===== src/dacsc_pkg.sv =====
package dacsc_pkg;
    // ------------------------------------------------------------
    // io instruction decode
    // ------------------------------------------------------------
    localparam logic [5:0] DACSC_DEV_CODE = 6'h13; // octal 23
    localparam logic [2:0] DACSC_XFER_NIO = 3'h0;
    localparam logic [2:0] DACSC_XFER_READ_ERASE = 3'h1; // read_erase_status
    localparam logic [2:0] DACSC_XFER_SAMPLE = 3'h2; // load_sample_word
    localparam logic [2:0] DACSC_XFER_CHAN_SEL = 3'h4; // load_channel_select
    localparam logic [2:0] DACSC_XFER_SCOPE_MODE = 3'h6; // load_scope_mode
    localparam logic [1:0] DACSC_FN_NONE = 2'h0;
    localparam logic [1:0] DACSC_FN_START = 2'h1;
    localparam logic [1:0] DACSC_FN_CLEAR = 2'h2;
    localparam logic [1:0] DACSC_FN_PULSE = 2'h3;
    // ------------------------------------------------------------
    // field layout (machine bit 15 is vector bit 0)
    // ------------------------------------------------------------
    localparam int DACSC_CHAN_W = 8;
    localparam int DACSC_WORD_W = 16;
    localparam int DACSC_MODE_W = 2;
    localparam int DACSC_MIN_BITS = 8;
    localparam int DACSC_MAX_BITS = 14;
    localparam int DACSC_DEF_BITS = 12;
    localparam logic [7:0] DACSC_CHAN_RESET = 8'h00;
    localparam logic [1:0] DACSC_MODE_STANDARD = 2'h0;
    localparam logic [1:0] DACSC_MODE_NONSTORE = 2'h1;
    localparam logic [1:0] DACSC_MODE_WRITE_THRU = 2'h2;
    // ------------------------------------------------------------
    // timing
    // ------------------------------------------------------------
    localparam int DACSC_CLK_MHZ = 100;
    localparam int DACSC_HOLD_CHARGE_US = 15;
    localparam int DACSC_HOLD_CHARGE_CYC = DACSC_HOLD_CHARGE_US * DACSC_CLK_MHZ;
    localparam int DACSC_SETTLE_W = 11;
endpackage : dacsc_pkg


===== src/dacsc_ctrl.sv =====
`timescale 1ns/1ps
module dacsc_ctrl #(
    parameter int DAC_BITS = dacsc_pkg::DACSC_DEF_BITS
) (
    // clock and reset
    input wire logic clk,
    input wire logic nrst,
    // io bus instruction, one cycle per executed instruction
    input wire logic io_valid,
    input wire logic [5:0] io_dev_code,
    input wire logic [2:0] io_xfer,
    input wire logic [1:0] io_fn,
    input wire logic [dacsc_pkg::DACSC_WORD_W-1:0] accumulator_source,
    // io bus answer
    output logic [dacsc_pkg::DACSC_WORD_W-1:0] io_read_data,
    output logic io_read_valid,
    output logic io_busy_flag,
    output logic io_done_flag,
    // converter bank
    output logic [dacsc_pkg::DACSC_CHAN_W-1:0] dac_channel,
    output logic [DAC_BITS-1:0] dac_data,
    output logic dac_convert,
    output logic hold_settling,
    // scope
    output logic [dacsc_pkg::DACSC_MODE_W-1:0] scope_mode,
    output logic scope_intensify,
    output logic scope_erase,
    input wire logic scope_erasing_pin
);
    import dacsc_pkg::*;

    // ------------------------------------------------------------
    // build checks
    // ------------------------------------------------------------
    generate
        if (DAC_BITS < DACSC_MIN_BITS || DAC_BITS > DACSC_MAX_BITS) begin : g_bad_width
            $error("converter width must be 8 to 14 bits");
        end
    endgenerate

    localparam logic [DACSC_SETTLE_W-1:0] SETTLE_LOAD =
        DACSC_SETTLE_W'(DACSC_HOLD_CHARGE_CYC);

    typedef struct packed {
        logic [DACSC_CHAN_W-1:0] channel;
        logic [DAC_BITS-1:0] data;
        logic convert;
        logic [DACSC_SETTLE_W-1:0] settle;
        logic settling;
        logic [DACSC_MODE_W-1:0] mode;
        logic intensify;
        logic erase;
        logic erase_flag;
        logic pin_seen;
        logic [DACSC_WORD_W-1:0] rd_data;
        logic rd_valid;
        logic busy;
        logic done;
    } dacsc_state_type;

    dacsc_state_type st, next_st;
    logic erasing_sync;
    logic hit;
    logic erasing_now;

    // ------------------------------------------------------------
    // operator erase line crosses into clk
    // ------------------------------------------------------------
    dacsc_sync u_erase_sync (
        .clk(clk),
        .nrst(nrst),
        .d(scope_erasing_pin),
        .q(erasing_sync)
    );

    // decode shared by every instruction to this card
    function automatic logic fn_is(input logic [1:0] fn, input logic [1:0] want);
        fn_is = (fn == want);
    endfunction : fn_is

    assign hit = io_valid && (io_dev_code == DACSC_DEV_CODE);
    // status covers program erase from request until the scope finishes
    assign erasing_now = st.erase_flag || erasing_sync;

    // ------------------------------------------------------------
    // next state
    // ------------------------------------------------------------
    always_comb begin
        next_st = st;
        next_st.convert = 1'b0;
        next_st.intensify = 1'b0;
        next_st.erase = 1'b0;
        next_st.rd_valid = 1'b0;
        next_st.busy = 1'b0;
        next_st.done = 1'b0;
        // settle timer for hold capacitor charge, informative only
        if (st.settle != '0) begin
            next_st.settle = st.settle - 1'b1;
        end
        next_st.settling = (next_st.settle != '0);
        // program erase ends when the scope reports erasing then stops
        if (erasing_sync) begin
            next_st.pin_seen = st.erase_flag;
        end else if (st.pin_seen) begin
            next_st.erase_flag = 1'b0;
            next_st.pin_seen = 1'b0;
        end
        if (hit) begin
            case (io_xfer)
                DACSC_XFER_CHAN_SEL: begin
                    next_st.channel = accumulator_source[DACSC_CHAN_W-1:0];
                end
                DACSC_XFER_SAMPLE: begin
                    // upper accumulator bits dropped whatever their value
                    next_st.data = accumulator_source[DAC_BITS-1:0];
                    next_st.convert = 1'b1;
                    next_st.settle = SETTLE_LOAD;
                    next_st.settling = 1'b1;
                end
                DACSC_XFER_SCOPE_MODE: begin
                    next_st.mode = accumulator_source[DACSC_MODE_W-1:0];
                end
                DACSC_XFER_READ_ERASE: begin
                    next_st.rd_data = {{(DACSC_WORD_W-1){1'b0}}, erasing_now};
                    next_st.rd_valid = 1'b1;
                end
                default: begin
                end
            endcase
            // control functions touch only the scope, never the data path
            if (fn_is(io_fn, DACSC_FN_START)) begin
                next_st.intensify = 1'b1;
            end
            if (fn_is(io_fn, DACSC_FN_PULSE)) begin
                next_st.erase = 1'b1;
                next_st.erase_flag = 1'b1;
                next_st.pin_seen = 1'b0;
            end
        end
    end

    // ------------------------------------------------------------
    // state register
    // ------------------------------------------------------------
    always_ff @(posedge clk or negedge nrst) begin
        if (!nrst) begin
            st <= '0;
        end else begin
            st <= next_st;
        end
    end

    assign dac_channel = st.channel;
    assign dac_data = st.data;
    assign dac_convert = st.convert;
    assign hold_settling = st.settling;
    assign scope_mode = st.mode;
    assign scope_intensify = st.intensify;
    assign scope_erase = st.erase;
    assign io_read_data = st.rd_data;
    assign io_read_valid = st.rd_valid;
    assign io_busy_flag = st.busy;
    assign io_done_flag = st.done;

    // ------------------------------------------------------------
    // checks
    // ------------------------------------------------------------
    a_foreign_ignored: assert property (@(posedge clk) disable iff (!nrst)
        io_valid && io_dev_code != DACSC_DEV_CODE |=> !dac_convert && !scope_intensify
        && !scope_erase && !io_read_valid && $stable(dac_channel) && $stable(scope_mode))
        else $error("instruction for another device changed state");
    a_flags_clear: assert property (@(posedge clk) disable iff (!nrst)
        !io_busy_flag && !io_done_flag)
        else $error("busy or done flag raised");
    a_chan_capture: assert property (@(posedge clk) disable iff (!nrst)
        hit && io_xfer == DACSC_XFER_CHAN_SEL
        |=> dac_channel == $past(accumulator_source[DACSC_CHAN_W-1:0]))
        else $error("channel selector not loaded");
    a_sample_convert: assert property (@(posedge clk) disable iff (!nrst)
        hit && io_xfer == DACSC_XFER_SAMPLE
        |=> dac_convert && dac_data == $past(accumulator_source[DAC_BITS-1:0]))
        else $error("data load did not start conversion");
    a_convert_cause: assert property (@(posedge clk) disable iff (!nrst)
        dac_convert |-> $past(hit) && $past(io_xfer) == DACSC_XFER_SAMPLE)
        else $error("conversion without data load");
    a_data_holds: assert property (@(posedge clk) disable iff (!nrst)
        !dac_convert |-> $stable(dac_data))
        else $error("converter data changed without load");
    // back-to-back starts are legal, so a second cycle high needs a start of its own
    a_start_intens: assert property (@(posedge clk) disable iff (!nrst)
        hit && io_fn == DACSC_FN_START |=> scope_intensify
        ##1 (!scope_intensify || $past(hit && io_fn == DACSC_FN_START)))
        else $error("start did not give one intensify pulse");
    a_pulse_erase: assert property (@(posedge clk) disable iff (!nrst)
        hit && io_fn == DACSC_FN_PULSE |=> scope_erase && erasing_now)
        else $error("pulse did not erase");
    a_mode_latch: assert property (@(posedge clk) disable iff (!nrst)
        hit && io_xfer == DACSC_XFER_SCOPE_MODE
        |=> scope_mode == $past(accumulator_source[DACSC_MODE_W-1:0]))
        else $error("scope mode not latched");
    a_status_word: assert property (@(posedge clk) disable iff (!nrst)
        io_read_valid |-> io_read_data[DACSC_WORD_W-1:1] == '0
        && io_read_data[0] == $past(erasing_now))
        else $error("erase status word malformed");
    a_settle_len: assert property (@(posedge clk) disable iff (!nrst)
        dac_convert |-> hold_settling [*8])
        else $error("hold settle window too short");
endmodule : dacsc_ctrl


===== src/dacsc_sync.sv =====
`timescale 1ns/1ps
module dacsc_sync (
    // clock and reset
    input wire logic clk,
    input wire logic nrst,
    // asynchronous level in, filtered level out
    input wire logic d,
    output logic q
);
    typedef struct packed {
        logic s1;
        logic s2;
        logic s3;
        logic q;
    } dacsc_sync_state_type;

    dacsc_sync_state_type st, next_st;

    // ------------------------------------------------------------
    // three stages; level accepted once stages two and three agree
    // ------------------------------------------------------------
    always_comb begin
        next_st = st;
        next_st.s1 = d;
        next_st.s2 = st.s1;
        next_st.s3 = st.s2;
        if (st.s2 == st.s3) begin
            next_st.q = st.s3;
        end
    end

    always_ff @(posedge clk or negedge nrst) begin
        if (!nrst) begin
            st <= '0;
        end else begin
            st <= next_st;
        end
    end

    assign q = st.q;
endmodule : dacsc_sync


===== config.mk =====
export PLATFORM = sky130hd
export DESIGN_NAME = dacsc_ctrl
export DESIGN_NICKNAME = d
export VERILOG_FILES = /design/src/dacsc_pkg.sv /design/src/dacsc_ctrl.sv /design/src/dacsc_sync.sv
export SDC_FILE = /design/constraint.sdc
export NUM_CORES = 1
export LEC_CHECK = 0
export BUFFER_PORTS_ARGS = -buffer_cell sky130_fd_sc_hd__buf_4
export CORE_ASPECT_RATIO = 2
export CORE_MARGIN = 1.5
export CORE_UTILIZATION = 54
export DETAILED_ROUTE_END_ITERATION = 8
export GPL_TIMING_DRIVEN = 0
export PLACE_DENSITY_LB_ADDON = 0.1
export SYNTH_ARGS = -nofsm -noshare
export SYNTH_HDL_FRONTEND = slang
export SYNTH_SLANG_ARGS = --single-unit

===== constraint.sdc =====
create_clock -name clk -period 3.98 [get_ports clk]
set_input_delay 0.995 -clock clk [delete_from_list [all_inputs] [get_ports clk]]
set_output_delay 0.995 -clock clk [all_outputs]
set_load 0.03 [all_outputs]

# Word-level counts from Yosys, hierarchy flattened
# Index checks and enable logic that the tools add are counted.
# Widths: inputs -> output; s select.
# totals
output_inout_bits,45
latchBits,0
rom_bits,0
wordCells,43
ram_bits,0
memories,0
in_bits,31
ff_bits,45
# classes
multipliers,0
n_reduce_logical,8
shift,0
addsub,1
order_cmp,0
eq_ne,8
div_mod_pow,0
muxes,10
bitwise,0
# op_table
operator,n
$mux 36,1
$reduce_bool 11->1,2
$mux 13,1
$mux 11,1
$sub 11x1->11 const B,1
$reduce_and 2->1,4
$eq 3x3->1 const B,2
$eq 6x5->1 const B,1
$mux 2,3
$eq 3x1->1 const B,1
$eq 3x2->1 const B,1
$mux 1,3
$mux 3,1
$eq 2x1->1 const B,1
$eq 2x2->1 const B,1
$eq 1x1->1,1
$logic_and 1x1->1,1
$logic_or 1x1->1,1

# Depth between registers and ports, before layout
# logic_depth
ltp_word,5
mapped_depth,8
ltp_nobuf,7

# Hierarchy
# From an unflattened synthesis, not the netlist that was laid out.
# hier_totals
cells_unflattened,227
hier_area_um2,2324.7
# modules_own_cells
module,cells_per_inst,seq_area_each_um2,area_each_um2,instances
dacsc_ctrl,222,1026.0,2213.4,1
dacsc_sync,5,100.1,111.4,1

# Least setup slack after synthesis
# Ideal clock, no wire load.
# synth_path
kind,input port to flip-flop
start,in io_dev_code[5]
end,reg st (netlist bit dac_channel[0])
setup_slack_ns,1.510
cell_stages,5
arrival_ns,2.346
setup_time_ns,0.125
path_cell_list,nand4bb_1 -> or2_1 -> clkbuf_1 -> nor4b_4 -> mux2_2
# synth_between
elab_chain_cells,3
# synth_rtl
element,line,source
"start, declared",dacsc_ctrl.sv:10,"input wire logic [5:0] io_dev_code,"
$eq 6x5->1,dacsc_ctrl.sv:81,assign hit = io_valid && (io_dev_code == DACSC_DEV_CODE);
$logic_and 1x1->1,dacsc_ctrl.sv:81,
$reduce_and 2->1 (no source line),n/a,
"end signal, assigned",dacsc_ctrl.sv:149,st <= next_st;
"end, declared",dacsc_ctrl.sv:61,"dacsc_state_type st, next_st;"
# No other way between the ends.
# A chain may end at the register's enable or synchronous reset.

# Worst setup path in the final report
# layout_path
start,in io_dev_code[5]
end,reg st (netlist bit dac_channel[5])
# Same word-level chain as after synthesis.

==> reports/qor.txt <==
Syn Area/Cell -> 9.856 µm²
Pwr per Cell Area -> 368.9 mW/mm²
top post-synthesis cells by area -> dfrtp_1 48%, buf_4 13%, nand2_1 7.7%
setup TNS -> 0 ns
CP max FO -> 8
post-synth cell types -> 41
initial DRC count -> 22
die area -> 0.004734 mm²
CTS tree -> done
CP cell instances -> buf_4 > nand4bb_1 > or2_1 > clkbuf_1 > nor4b_4 > mux2_2
H-tree depth -> 2
Routed WL per cell -> 12.95 µm
# diodes -> 0
worst skew pair latency -> 0.30 ns
Worst Tran Pin Value -> 0.6560 ns
Buf/Inv on CP -> 2
IO Port Bufs -> 54
total track usage -> 22.26%
Max-Slew Margin vs Limit -> 55.65%
design area -> 0.002943 mm²
Root Driver -> clkbuf_8
#FFs+latches synth -> 45
# setup viols final -> 0
Pre-antenna DRT Iters -> 4
Ports -> 76
highest clock rate -> 401.5 MHz
number of CTS-inserted buffers -> 5
register area -> 0.001126 mm²
fin. max-slew vios -> 0
cts hold-fix bufs -> 0
Starting Density -> 56.33%
MaxCap Viol Count -> 0
DR vias -> 1792
clk slew on worst S/H paths -> 0.08 ns
Detail Placement HPWL -> 3730 µm
dominant synthesized flop cell -> dfrtp_1
final WL -> 4739 µm
post-synth top area cell -> dfrtp_1
Worst Setup Start Kind -> input pin
largest net degree at the start of global routing -> 46
most common cell after layout, fill and taps aside -> buf_4
min cycle time layout -> 2.491 ns
Final Cycle Share -> 62.58%
Worst setup EP type -> register
Post-Layout Cell Count -> 366
Multi-input gate area -> 900.9 µm²
worst clock skew -> 0.006819 ns
num rows -> 33
Post-route DRC -> 0
Max stage delay on crit path -> 0.56 ns
RSZ-0062 raised after global routing -> false
Floorplan Core Area -> 0.004129 mm²
mapped cell area -> 0.002326 mm²
Die Height -> 95.82 µm
P&R area growth vs syn -> 26.52%
Worst EP required -> 4.16 ns
mean number of vias per cell -> 4.896
setup bufs post-CTS -> 0
CP Class -> input pin to register
HP Class -> register to register
worst vdd ir -> 0.0003132 V
Post-DRT Antenna Nets -> 0
gr ovfl total -> 0
Final Hold Viols -> 0
Worst EP arrival -> 2.67 ns
Pleak -> 1.598 nW
number of synthesized flops with an enable pin -> 0
Synth top area share -> 48.41%
Cell Area, Placed -> 0.002856 mm²
initial antenna violation count -> 0
Mapped Cells -> 236
Post-Route Utilization -> 71.27%
clk sink count -> 45
gpl congestion -> 0.8809
first-pass GRT wire length -> 7928 µm
fillers -> 356
CP max stage cell -> nor4b_4
vias in the first global route -> 1759
Longest Clk Path Bufs -> 2
post-CTS resize count -> 0
Top delay family on crit path -> simple AND/OR/NAND/NOR gates
ys async rst share -> 100.0%
fin nets -> 346
share of layout cells above drive strength 1 -> 39.17%
commonest cells after routing, fill and taps aside -> 94 x buf_4, 48 x nand2_1, 45 x dfrtp_1
synthesis warning total -> 0
Inst Count DP -> 358
status -> finished, final reports clean
Seq/Total Area, Yosys -> 48.41%
die width -> 49.41 µm
kinds of logic (layout without fill, tap and decap cells):
| family | count (synthesis) | in the layout | share of synthesized area [%] |
|---|---|---|---|
| simple gates | 98 | 98 | 22.05 |
| buf+inv | 55 | 117 | 15.44 |
| flops | 45 | 45 | 48.41 |
| compound gates | 20 | 20 | 5.864 |
| mux | 13 | 13 | 6.186 |
| fa+ha+maj | 3 | 3 | 1.506 |
| other cells | 1 | 17 | 0.1612 |
| xor+xnor | 1 | 1 | 0.3766 |
worst paths after layout:
check	startpoint	end	slack, ns	depth (start not counted)
max	io_dev_code[5]	dac_channel[5]$_DFFE_PN0P_	1.49	6
min	u_erase_sync.next_st[2]$_DFF_PN0_	u_erase_sync.next_st[1]$_DFF_PN0_	0.35	0
max reg2reg	st[26]$_DFF_PN0_	hold_settling$_DFF_PN0_	1.59	8
min reg2reg	u_erase_sync.next_st[2]$_DFF_PN0_	u_erase_sync.next_st[1]$_DFF_PN0_	0.35	0
max in group asynchronous	nrst	dac_channel[6]$_DFFE_PN0P_	2.91	1
min in group asynchronous	nrst	st[33]$_DFF_PN0_	0.68	1
layout make-up:
| cell class | count | area share [%] |
|---|---|---|
| flip-flops and latches | 45 | 38.27 |
| multi-input cells | 152 | 30.61 |
| repair buffers | 54 | 13.78 |
| plain buffers | 47 | 11.18 |
| clock buffers | 5 | 2.338 |
| well taps | 52 | 2.211 |
| inverters | 8 | 1.020 |
| clock inverters | 3 | 0.5952 |
where the power goes:
group	internal (mW)	switching [mW]	leakage [nW]
logic	0.108	0.148	0.980
registers	0.503	0.0504	0.574
clock network	0.121	0.155	0.0439
total	0.732	0.353	1.60
stage by stage:
stage | total power, mW | worst slack (ns) | hold WS (ns)
CTS | 1.092 | 1.479 | 0.3566
global placement | 0.8074 | 1.186 | 0.3345
detailed placement | 0.8166 | 1.152 | 0.3385
finish | 1.086 | 1.489 | 0.3547
global route | 1.150 | 1.392 | 0.3605
floorplan | 0.7295 | 1.510 | 0.3312
worst reg2reg max path: stages, from the launching register on:
cell	delay, ns
dfrtp_1	0.47
inv_1	0.15
ha_1	0.15
buf_2	0.18
or3b_2	0.50
o21ai_0	0.27
nand3_1	0.16
a21oi_1	0.17
o2111ai_1	0.18
flip-flops by register name (all words and copies together), names as in the netlist:
signal	cells
u_erase_sync.q	1
dac_channel	8
dac_convert	1
scope_mode	2
hold_settling	1
scope_erase	1
scope_intensify	1
u_erase_sync.next_st	2
io_read_data	1
u_erase_sync.st	1
st	13
dac_data	12
io_read_valid	1
layer usage:
metal	wire, µm	track usage (%)
met1	1672	24.10
met5	0	0
met4	158	11.34
met3	220	3.882
met2	2688	40.99
cells in the mapped netlist, types with 2 or more instances:
library cell,n
a21oi_1,6
and3_1,4
buf_2,2
buf_4,40
clkbuf_1,5
dfrtp_1,45
ha_1,2
inv_1,8
mux2_2,11
mux2i_1,2
nand2_1,48
nand2b_1,2
nand3_1,7
nand3b_1,2
nor2_1,14
nor3_1,2
nor4_2,2
nor4b_1,4
o211ai_1,2
o21ai_0,5
or3_1,2
or4_1,2
No activity file was read; power rests on OpenSTA's default activity.
